File: config.mk
export PLATFORM = sky130hd
export DESIGN_NAME = pts_timer
export DESIGN_NICKNAME = d
export VERILOG_FILES = /design/src/rtl/pts_pkg.sv /design/src/rtl/pts_timer.sv
export VERILOG_INCLUDE_DIRS = /design/src /design/src/rtl
export SDC_FILE = /design/constraint.sdc
export NUM_CORES = 1
export LEC_CHECK = 0
export ABC_AREA = 1
export BUFFER_PORTS_ARGS = -buffer_cell sky130_fd_sc_hd__buf_2
export CORE_ASPECT_RATIO = 1.25
export CORE_MARGIN = 3
export CORE_UTILIZATION = 57
export DETAILED_ROUTE_END_ITERATION = 10
export GPL_ROUTABILITY_DRIVEN = 0
export GPL_TIMING_DRIVEN = 1
export PLACE_DENSITY = 0.86
export SETUP_SLACK_MARGIN = 0.4
export SYNTH_ARGS = -nofsm -noshare
export SYNTH_HDL_FRONTEND = slang
export SYNTH_SLANG_ARGS = --single-unit
File: constraint.sdc
create_clock -name MCLK -period 2.4 [get_ports MCLK]
set_input_delay 0.48 -clock MCLK [delete_from_list [all_inputs] [get_ports MCLK]]
set_output_delay 0.48 -clock MCLK [all_outputs]
set_load 0.005 [all_outputs]
File: src/rtl/pts_consts.svh
// Named offsets, field positions, reset values and counts for the period timer.
`ifndef PTS_CONSTS_SVH
`define PTS_CONSTS_SVH

// Register indexes; the byte address of a register is four times its index.
`define PTS_IDX_FLAGS        8'h0c
`define PTS_IDX_FLAG_CLEAR   8'h0d
`define PTS_IDX_COUNT        8'h11
`define PTS_IDX_CONTROL      8'h12
`define PTS_IDX_ENABLES      8'h8c
`define PTS_IDX_PERIOD       8'h92

// Field positions.
`define PTS_FLAG_BIT         1
`define PTS_RUN_BIT          2
`define PTS_PRE_LO           0
`define PTS_PRE_HI           1
`define PTS_POST_LO          3
`define PTS_POST_HI          6

// Reset values.
`define PTS_COUNT_RST        8'h00
`define PTS_PERIOD_RST       8'hff
`define PTS_CONTROL_RST      7'h00
`define PTS_ENABLES_RST      8'h00

// Prescale selections and the last prescaler state for each ratio.
`define PTS_PRE_SEL_DIV1     2'h0
`define PTS_PRE_SEL_DIV4     2'h1
`define PTS_PRE_LAST_DIV1    4'h0
`define PTS_PRE_LAST_DIV4    4'h3
`define PTS_PRE_LAST_DIV16   4'hf

// Oscillator phases per instruction cycle, as the last phase number.
`define PTS_PHASE_LAST       2'h3

`endif

File: src/rtl/pts_pkg.sv
// Types shared by the period timer: bus request carrier, bus phase and module state.
package pts_pkg;

	typedef enum logic {
		PTS_BUS_IDLE = 1'b0,
		PTS_BUS_DONE = 1'b1
	} pts_bus_e;

	typedef struct packed {
		logic [9:0]  address;
		logic        read;
		logic        write;
		logic [3:0]  byteenable;
		logic [31:0] writedata;
	} pts_avm_req_s;

	typedef struct packed {
		pts_bus_e    bus;
		logic [31:0] readdata;
		logic [7:0]  count;
		logic [7:0]  period;
		logic [6:0]  control;
		logic [7:0]  enables;
		logic        flag;
		logic [1:0]  phase;
		logic [3:0]  pre;
		logic [3:0]  post;
		logic        match;
	} pts_state_s;

endpackage : pts_pkg

File: src/rtl/pts_timer.sv
// Period timer with prescaler, postscaler, interrupt flag and Avalon-MM register slave.
`timescale 1ns/1ps
//
// What this block does
// [RQ1] The count advances on the instruction clock, a quarter of MCLK, divided by 1, 4 or 16.
// [RQ2] Control bits 1:0 pick the prescale: 00 is 1, 01 is 4, 1x is 16.
// [RQ3] The 8-bit count climbs from zero and, once equal to the period, goes to zero on the next increment.
// [RQ4] The period register comes out of reset as all ones.
// [RQ5] The count is zero after every reset.
// [RQ6] Period matches go through a 4-bit postscaler dividing by 1 to 16 before reaching the flag.
// [RQ7] Control bits 6:3 plus one give the postscale ratio.
// [RQ8] Each postscaler event sets bit 1 of the flag register, which holds until software clears it.
// [RQ9] Counting happens only while control bit 2 is set.
// [RQ10] Writes to the count or control register, and reset, clear the prescaler and postscaler.
// [RQ11] A control write leaves the count as it was.
// [RQ12] The raw match pulse, before the postscaler, goes out to the serial port.
// [RQ13] Count value and match pulse go out to the capture/compare units as their PWM time base.
// [RQ14] Software may read and write the period and count registers at any time.
// [RQ15] The interrupt output is high while the match flag and its enable bit are both set.
`include "pts_consts.svh"

module pts_timer
	import pts_pkg::*;
(
	// Clock and reset.
	input  wire logic        MCLK,
	input  wire logic        RST,
	// Avalon-MM slave, byte addressed.
	input  wire logic [9:0]  ADDRESS,
	input  wire logic        READ,
	input  wire logic        WRITE,
	input  wire logic [3:0]  BYTEENABLE,
	input  wire logic [31:0] WRITEDATA,
	output logic      [31:0] READDATA,
	output logic             WAITREQUEST,
	// Interrupt.
	output logic             IRQ,
	// Time base for the serial port and capture/compare units.
	output logic             MATCH_PULSE,
	output logic      [7:0]  COUNT_VALUE
);

	////////////////////////////////////////////////////////////////////////////
	// Request decode.

	pts_avm_req_s req;
	pts_state_s   st;
	pts_state_s   next_st;
	logic [7:0]   index;
	logic         accept;
	logic         lane0;
	logic         wr_count;
	logic         wr_control;
	logic         wr_period;
	logic         wr_enables;
	logic         wr_clear;
	logic         phase_end;
	logic [3:0]   pre_last;
	logic         inc;
	logic         post_event;

	// Bundle the bus pins so the decode reads as one request.
	assign req   = '{address: ADDRESS, read: READ, write: WRITE, byteenable: BYTEENABLE, writedata: WRITEDATA};
	assign index = req.address[9:2];
	assign lane0 = req.byteenable[0];

	// A request is answered on the cycle after it is first seen, so waitrequest drops once.
	assign WAITREQUEST = (req.read | req.write) & (st.bus == PTS_BUS_IDLE);
	assign accept      = (req.read | req.write) & (st.bus == PTS_BUS_DONE);

	// Write strobes act only at the accepting edge and only with the low byte lane enabled.
	assign wr_count   = accept & req.write & lane0 & (index == `PTS_IDX_COUNT);
	assign wr_control = accept & req.write & lane0 & (index == `PTS_IDX_CONTROL);
	assign wr_period  = accept & req.write & lane0 & (index == `PTS_IDX_PERIOD);
	assign wr_enables = accept & req.write & lane0 & (index == `PTS_IDX_ENABLES);
	assign wr_clear   = accept & req.write & lane0 & (index == `PTS_IDX_FLAG_CLEAR);

	////////////////////////////////////////////////////////////////////////////
	// Time base.

	// Last prescaler state for the selected ratio; both 1x codes mean divide by 16.
	always_comb begin
		case (st.control[`PTS_PRE_HI:`PTS_PRE_LO])
			`PTS_PRE_SEL_DIV1: pre_last = `PTS_PRE_LAST_DIV1; // [RQ2]
			`PTS_PRE_SEL_DIV4: pre_last = `PTS_PRE_LAST_DIV4; // [RQ2]
			default:           pre_last = `PTS_PRE_LAST_DIV16; // [RQ2]
		endcase
	end

	// A control write suppresses the increment so that the count cannot move under it.
	assign phase_end  = (st.phase == `PTS_PHASE_LAST); // [RQ1]
	assign inc        = st.control[`PTS_RUN_BIT] & phase_end & (st.pre == pre_last) & ~wr_count & ~wr_control; // [RQ9]
	assign post_event = inc & (st.count == st.period) &
		(st.post == st.control[`PTS_POST_HI:`PTS_POST_LO]); // [RQ6] [RQ7]

	////////////////////////////////////////////////////////////////////////////
	// Next state.

	// All state moves here; writes win over counting, and a flag set wins over its clear.
	always_comb begin
		next_st       = st;
		next_st.match = 1'b0;
		next_st.phase = st.phase + 2'h1; // [RQ1]
		// Bus phase and read data, ready at the accepting edge.
		case (st.bus)
			PTS_BUS_IDLE: begin
				if (req.read | req.write) begin
					next_st.bus = PTS_BUS_DONE;
				end
			end
			PTS_BUS_DONE: begin
				next_st.bus = PTS_BUS_IDLE;
			end
			default: begin
				next_st.bus = PTS_BUS_IDLE;
			end
		endcase
		next_st.readdata = 32'h0000_0000;
		if (req.read & (st.bus == PTS_BUS_IDLE)) begin
			case (index)
				`PTS_IDX_FLAGS:   next_st.readdata[`PTS_FLAG_BIT] = st.flag;
				`PTS_IDX_COUNT:   next_st.readdata[7:0] = st.count; // [RQ14]
				`PTS_IDX_CONTROL: next_st.readdata[6:0] = st.control;
				`PTS_IDX_ENABLES: next_st.readdata[7:0] = st.enables;
				`PTS_IDX_PERIOD:  next_st.readdata[7:0] = st.period; // [RQ14]
				default:          next_st.readdata = 32'h0000_0000;
			endcase
		end
		// Prescaler runs on instruction-cycle boundaries while the timer is on.
		if (st.control[`PTS_RUN_BIT] & phase_end) begin // [RQ9]
			next_st.pre = (st.pre == pre_last) ? 4'h0 : st.pre + 4'h1; // [RQ1]
		end
		// Count and match.
		if (inc) begin
			if (st.count == st.period) begin
				next_st.count = `PTS_COUNT_RST; // [RQ3]
				next_st.match = 1'b1; // [RQ12] [RQ13]
				next_st.post  = post_event ? 4'h0 : st.post + 4'h1; // [RQ6]
			end else begin
				next_st.count = st.count + 8'h01; // [RQ3]
			end
		end
		// Register writes.
		if (wr_count) begin
			next_st.count = req.writedata[7:0]; // [RQ14]
		end
		if (wr_count | wr_control) begin
			next_st.pre  = 4'h0; // [RQ10]
			next_st.post = 4'h0; // [RQ10]
		end
		if (wr_control) begin
			next_st.control = req.writedata[6:0]; // [RQ11]
		end
		if (wr_period) begin
			next_st.period = req.writedata[7:0]; // [RQ14]
		end
		if (wr_enables) begin
			next_st.enables = req.writedata[7:0];
		end
		if (wr_clear & req.writedata[`PTS_FLAG_BIT]) begin
			next_st.flag = 1'b0;
		end
		if (post_event) begin
			next_st.flag = 1'b1; // [RQ8]
		end
	end

	////////////////////////////////////////////////////////////////////////////
	// State register.

	// Every reset clears count, scalers and flag and reloads the period.
	always_ff @(posedge MCLK or posedge RST) begin
		if (RST) begin
			st          <= '0;
			st.bus      <= PTS_BUS_IDLE;
			st.count    <= `PTS_COUNT_RST; // [RQ5]
			st.period   <= `PTS_PERIOD_RST; // [RQ4]
			st.control  <= `PTS_CONTROL_RST;
			st.enables  <= `PTS_ENABLES_RST;
			st.pre      <= 4'h0; // [RQ10]
			st.post     <= 4'h0; // [RQ10]
		end else begin
			st <= next_st;
		end
	end

	////////////////////////////////////////////////////////////////////////////
	// Outputs.

	// The count and match are registered so the consumers see clean levels.
	assign READDATA    = st.readdata;
	assign COUNT_VALUE = st.count; // [RQ13]
	assign MATCH_PULSE = st.match; // [RQ12]
	assign IRQ         = st.flag & st.enables[`PTS_FLAG_BIT]; // [RQ15]
endmodule : pts_timer

== Word-level counts from Yosys, hierarchy flattened ==
Index checks and enable logic that the tools add are counted.
W data, S select, Z words.

* Logic and storage cells: 75
* Register bits: 76

* Mux-type cells: 19
* Eq/ne operators: 11
* Bitwise operators: 23
* Add/subtract/negate cells: 4
* Reductions and logical operators: 7

{| class="wikitable"
|+ Operators with widths
! kind !! count
|-
| $mux W8 || 5
|-
| $pmux W5 S4 || 1
|-
| $and A1 B1 Y1 || 18
|-
| $eq A8 B4 Y1 const B || 2
|-
| $eq A8 B5 Y1 const B || 2
|-
| $eq A8 B8 Y1 const B || 2
|-
| $mux W4 || 3
|-
| $mux W5 || 2
|-
| $reduce_bool A2 Y1 || 5
|-
| $add A4 B1 Y4 const B || 2
|-
| $add A8 B1 Y8 const B || 1
|-
| $eq A4 B4 Y1 || 2
|-
| $eq A8 B8 Y1 || 1
|-
| $pmux W4 S2 || 1
|-
| $pmux W1 S5 || 1
|-
| $pmux W1 S4 || 1
|-
| $mux W1 || 3
|-
| $not A1 Y1 || 3
|-
| $pmux W1 S3 || 1
|-
| $add A2 B1 Y2 const B || 1
|-
| $eq A2 B1 Y1 const B || 1
|-
| $eq A2 B2 Y1 const B || 1
|-
| $logic_not A2 Y1 || 1
|-
| $or A1 B1 Y1 || 2
|-
| other kinds (2) || 2
|}

== Longest topological paths before layout ==
* Word-level depth: 14
* Gate-level depth with buffers: 11
* Gate-level depth less buffers: 10

== Worst setup path after synthesis ==
OpenSTA, ideal clock, no wires.

* Path type: input to register
* Start point: in ADDRESS[8]
* End point: reg st[12] (netlist bit)
* Path buffers: 1
* Slack: 0.911 ns
* Cell stages on the path: 7
* Required time: 2.273 ns
* Arrival: 1.362 ns
* Path through: inv_1 nand2_1 nor3_4 nand3_2 buf_2 nand2_1 o21ai_0

* Cells in the longest elaborated chain, start to end: 2

{| class="wikitable"
|+ Ends and longest elaborated chain
! what !! RTL line !! text
|-
| start, declared || pts_timer.sv:29 || <nowiki>input wire logic [9:0] ADDRESS,</nowiki>
|-
| $eq A8 B8 Y1 || -- ||
|-
| $and A1 B1 Y1 || pts_timer.sv:75 || <nowiki>assign wr_enables = accept & req.write & lane0 & (index == `PTS_IDX_ENABLES);</nowiki>
|-
| end signal, assigned || pts_timer.sv:183 || <nowiki>st <= next_st;</nowiki>
|-
| end, declared || pts_timer.sv:47 || <nowiki>pts_state_s st;</nowiki>
|}

Every way passes these cells.
A chain may end at the register's enable or synchronous reset.

== Worst setup path after layout ==
* Start point: reg st, in the netlist COUNT_VALUE[5]
* End point: reg st[11] (netlist bit)

* Cells in the longest elaborated chain, start to end: 4

{| class="wikitable"
|+ Ends and longest elaborated chain
! what !! RTL line !! text
|-
| $eq A8 B8 Y1 (*) || pts_timer.sv:93 || <nowiki>assign post_event = inc & (st.count == st.period) &</nowiki>
|-
| $and A1 B1 Y1 (*) (2 in series) || pts_timer.sv:93 ||
|-
| $mux W1 / $reduce_bool A2 Y1 (equally long branches) || -- ||
|}

Mark *: on every way between the ends. The rest lies on a longest branch, timed or not.

==> qor.csv <==
metric,value,unit
DR vias,2724,
I/O pins,93,
Final Setup Violations,0,
routed wire length per instance,12.8,microns
fin nets,522,
"flops & latches, synth",52,
"Req. time, crit path",2.64,ns
static leakage,0.00196,uW
HPWL after DPL,5.16,mm
initial core utilization,60.1,%
Tmin final,1.67,ns
Setup crit end kind,flop,
Power Dens Cells,471,nW/um^2
number of core rows,30,
Reg-to-Reg Start,COUNT_VALUE[5],
CP cell instances,"inv_1, nand2_1, nand2_1, inv_1, nor2_1, nand2_1, nor2_1, nand2_1, o21ai_1",
final hold vios,0,
Yosys warnings,0,
Total GRT Usage,21.7,%
Max stage delay on crit path,0.48,ns
# port buffers,39,
worst rel slew slack,60.8,%
crit-path max FO,8,
Synth Area in Adders,1.50,%
status,"complete, no violations",
final core occ,63.1,%
number of synthesized flops with an enable pin,0,
Detailed Route WL,6.81,mm
post-synthesis mux area share,0,%
Die ar.,6820,sq um
CTS tree,built,
Critical Path AT,1.91,ns
Clock Tree Root,clkbuf_8,
Slew Limit Fails,0,
largest net degree at the start of global routing,28,
highest clock rate,0.600,GHz
class of the worst hold path,primary input to async pin,
Max Cap Violations,0,
CP max stage cell,dfrtp_1,
Netlist Area Pre-Place,3340,sq um
post-CTS resize count,0,
Critical Path Start,COUNT_VALUE[5],
Remaining DRCs,0,
Antenna diodes,0,
Worst-Skew Late Latency,0.31,ns
crit-path leading delay family,simple AND/OR/NAND/NOR gates,
vias in the first global route,2562,
die width,74.5,microns
core area,5560,sq um
CTS Buf Count,5,
Buf/Inv on CP,2,
Worst Skew,0.00985,ns
Sink Count,52,
P&R area growth vs syn,4.98,%
filler instances,479,
ys async rst share,100,%
worst-case clock buffer depth,2,
xor/xnor share of the synthesized area,3.67,%
Detail Route Antenna Nets,0,
layout cells sized above 1,17.7,%
synthesized area per cell,7.55,sq um
Post-CTS Setup Repair Bufs,0,
final worst path period share,69.5,%
Synth Area in Simple Gates,29.6,%
Worst Tran Pin Value,0.588,ns
vias per cell,5.11,
Peak VDD IR,0.000275,V
first-pass GRT wire length,11.8,mm
largest family of logic cells by synthesized area,simple AND/OR/NAND/NOR gates,
clk slew on worst S/H paths,0.10,ns
"Top FF cell, synth",dfrtp_1,
cell count along the critical path,9,
Startpoint Class,flop,
critical path class,flop to flop,
most used cell along the critical path,nand2_1,
Synth Area in Compound Gates,9.00,%
Die H,91.6,microns
sequential-to-total area share from yosys stat,39.3,%
grt ovf,0,
initial antenna violation count,0,
Cell variety after synth,35,
cts hold-fix bufs,0,
Setup TNS Final,0,ns
Post-Syn Instances,442,
H-tree depth,2,
First-pass DRT Iterations,4,
Iteration-0 DRC Markers,117,
RSZ-0062 raised after global routing,false,
cells on worst reg2reg path,9,
stage by stage:
stage	instances	power, uW	worst slack, ns	hold WS (ns)	instance area, sq um
finish	533	1650	0.733	0.223	3500
floorplan	465	1030	0.675	0.401	3420
CTS	533	1660	0.739	0.241	3500
detailed placement	525	1060	0.509	0.431	3390
global route	533	1720	0.502	0.269	3500
global placement	525	1050	0.552	0.411	3390
layout make-up:
cell class / instances / area, sq um / area share [%]
Timing Repair Buffer: 42 / 230 / 6.57
Clock buffer: 5 / 68.8 / 1.96
Inverter: 55 / 219 / 6.25
Clock inverter: 3 / 42.5 / 1.21
Multi-Input combinational cell: 312 / 1550 / 44.3
Tap cell: 64 / 80.1 / 2.28
Sequential cell: 52 / 1310 / 37.4
logic make-up (layout without fill, tap and decap cells):
| family | Yosys count | in the layout |
|---|---|---|
| compound gates | 52 | 52 |
| other cells | 1 | 24 |
| buf+inv | 101 | 105 |
| flops | 52 | 52 |
| simple gates | 218 | 218 |
| xor+xnor | 14 | 14 |
| fa+ha+maj | 4 | 4 |
per-layer routing:
layer	track usage (%)	vias up	routed length, microns
met4	6.82	0	121
met1	29.1	1246	2960
li1	-	1375	-
met5	0	-	0
met2	35.5	93	3330
met3	3.10	10	395
flip-flops by register name (all words and copies together) (netlist names):
signal	flops
COUNT_VALUE	8
MATCH_PULSE	1
READDATA	8
st	35
cell usage after synthesis, types with 2 or more instances:
cell      instances  share of area (%)
o211ai_1          2               0.45
dfrtp_1          44                 33
xor2_1           11                2.9
buf_6             2               0.67
nor2_8            2                1.2
buf_4            40                9.0
a21oi_1          13                1.9
inv_1            52                5.8
nand3b_1          2               0.45
o21ai_2           9                2.4
nor2_1           23                2.6
nand4_1           5               0.94
dfstp_2           8                6.3
o21ai_0          26                3.9
ha_1              4                1.5
nand3_1          34                5.1
xnor2_1           3               0.79
nor2_4            2               0.67
buf_2             3               0.45
inv_2             2               0.22
nand2_1         139                 16
nand3_2           2               0.60
nand2_2           2               0.37
report_power, final:
part | switching (uW) | total, uW | leakage [uW] | internal, uW
registers | 14.2 | 905 | 0.000681 | 891
logic | 97.8 | 139 | 0.00122 | 41.5
clock network | 298 | 607 | 0.0000541 | 309
total | 410 | 1650 | 0.00196 | 1240
layout by cell type, fill, tap and decap left out, drive strengths merged, types with 2 or more instances in the layout:
| cell | instances |
|---|---|
| o211ai | 2 |
| nand2 | 142 |
| clkbuf | 5 |
| nand4 | 5 |
| clkinv | 2 |
| nor2 | 28 |
| nand3b | 2 |
| dfrtp | 44 |
| inv | 54 |
| nor3 | 2 |
| xnor2 | 3 |
| dfstp | 8 |
| nand3 | 37 |
| xor2 | 11 |
| ha | 4 |
| a21oi | 13 |
| o21ai | 36 |
| buf | 42 |
| conb | 24 |
path summary, 6_finish.rpt:
| path | endpoint | slack (ns) |
|---|---|---|
| min in group MCLK | st[34] | 0.42 |
| min reg2reg | st[9] | 0.44 |
| min | st[16] | 0.22 |
| max in group asynchronous | st[27] | 1.55 |
| max reg2reg | st[11] | 0.73 |
| max | st[11] | 0.73 |
No activity file was read; power rests on OpenSTA's default activity.
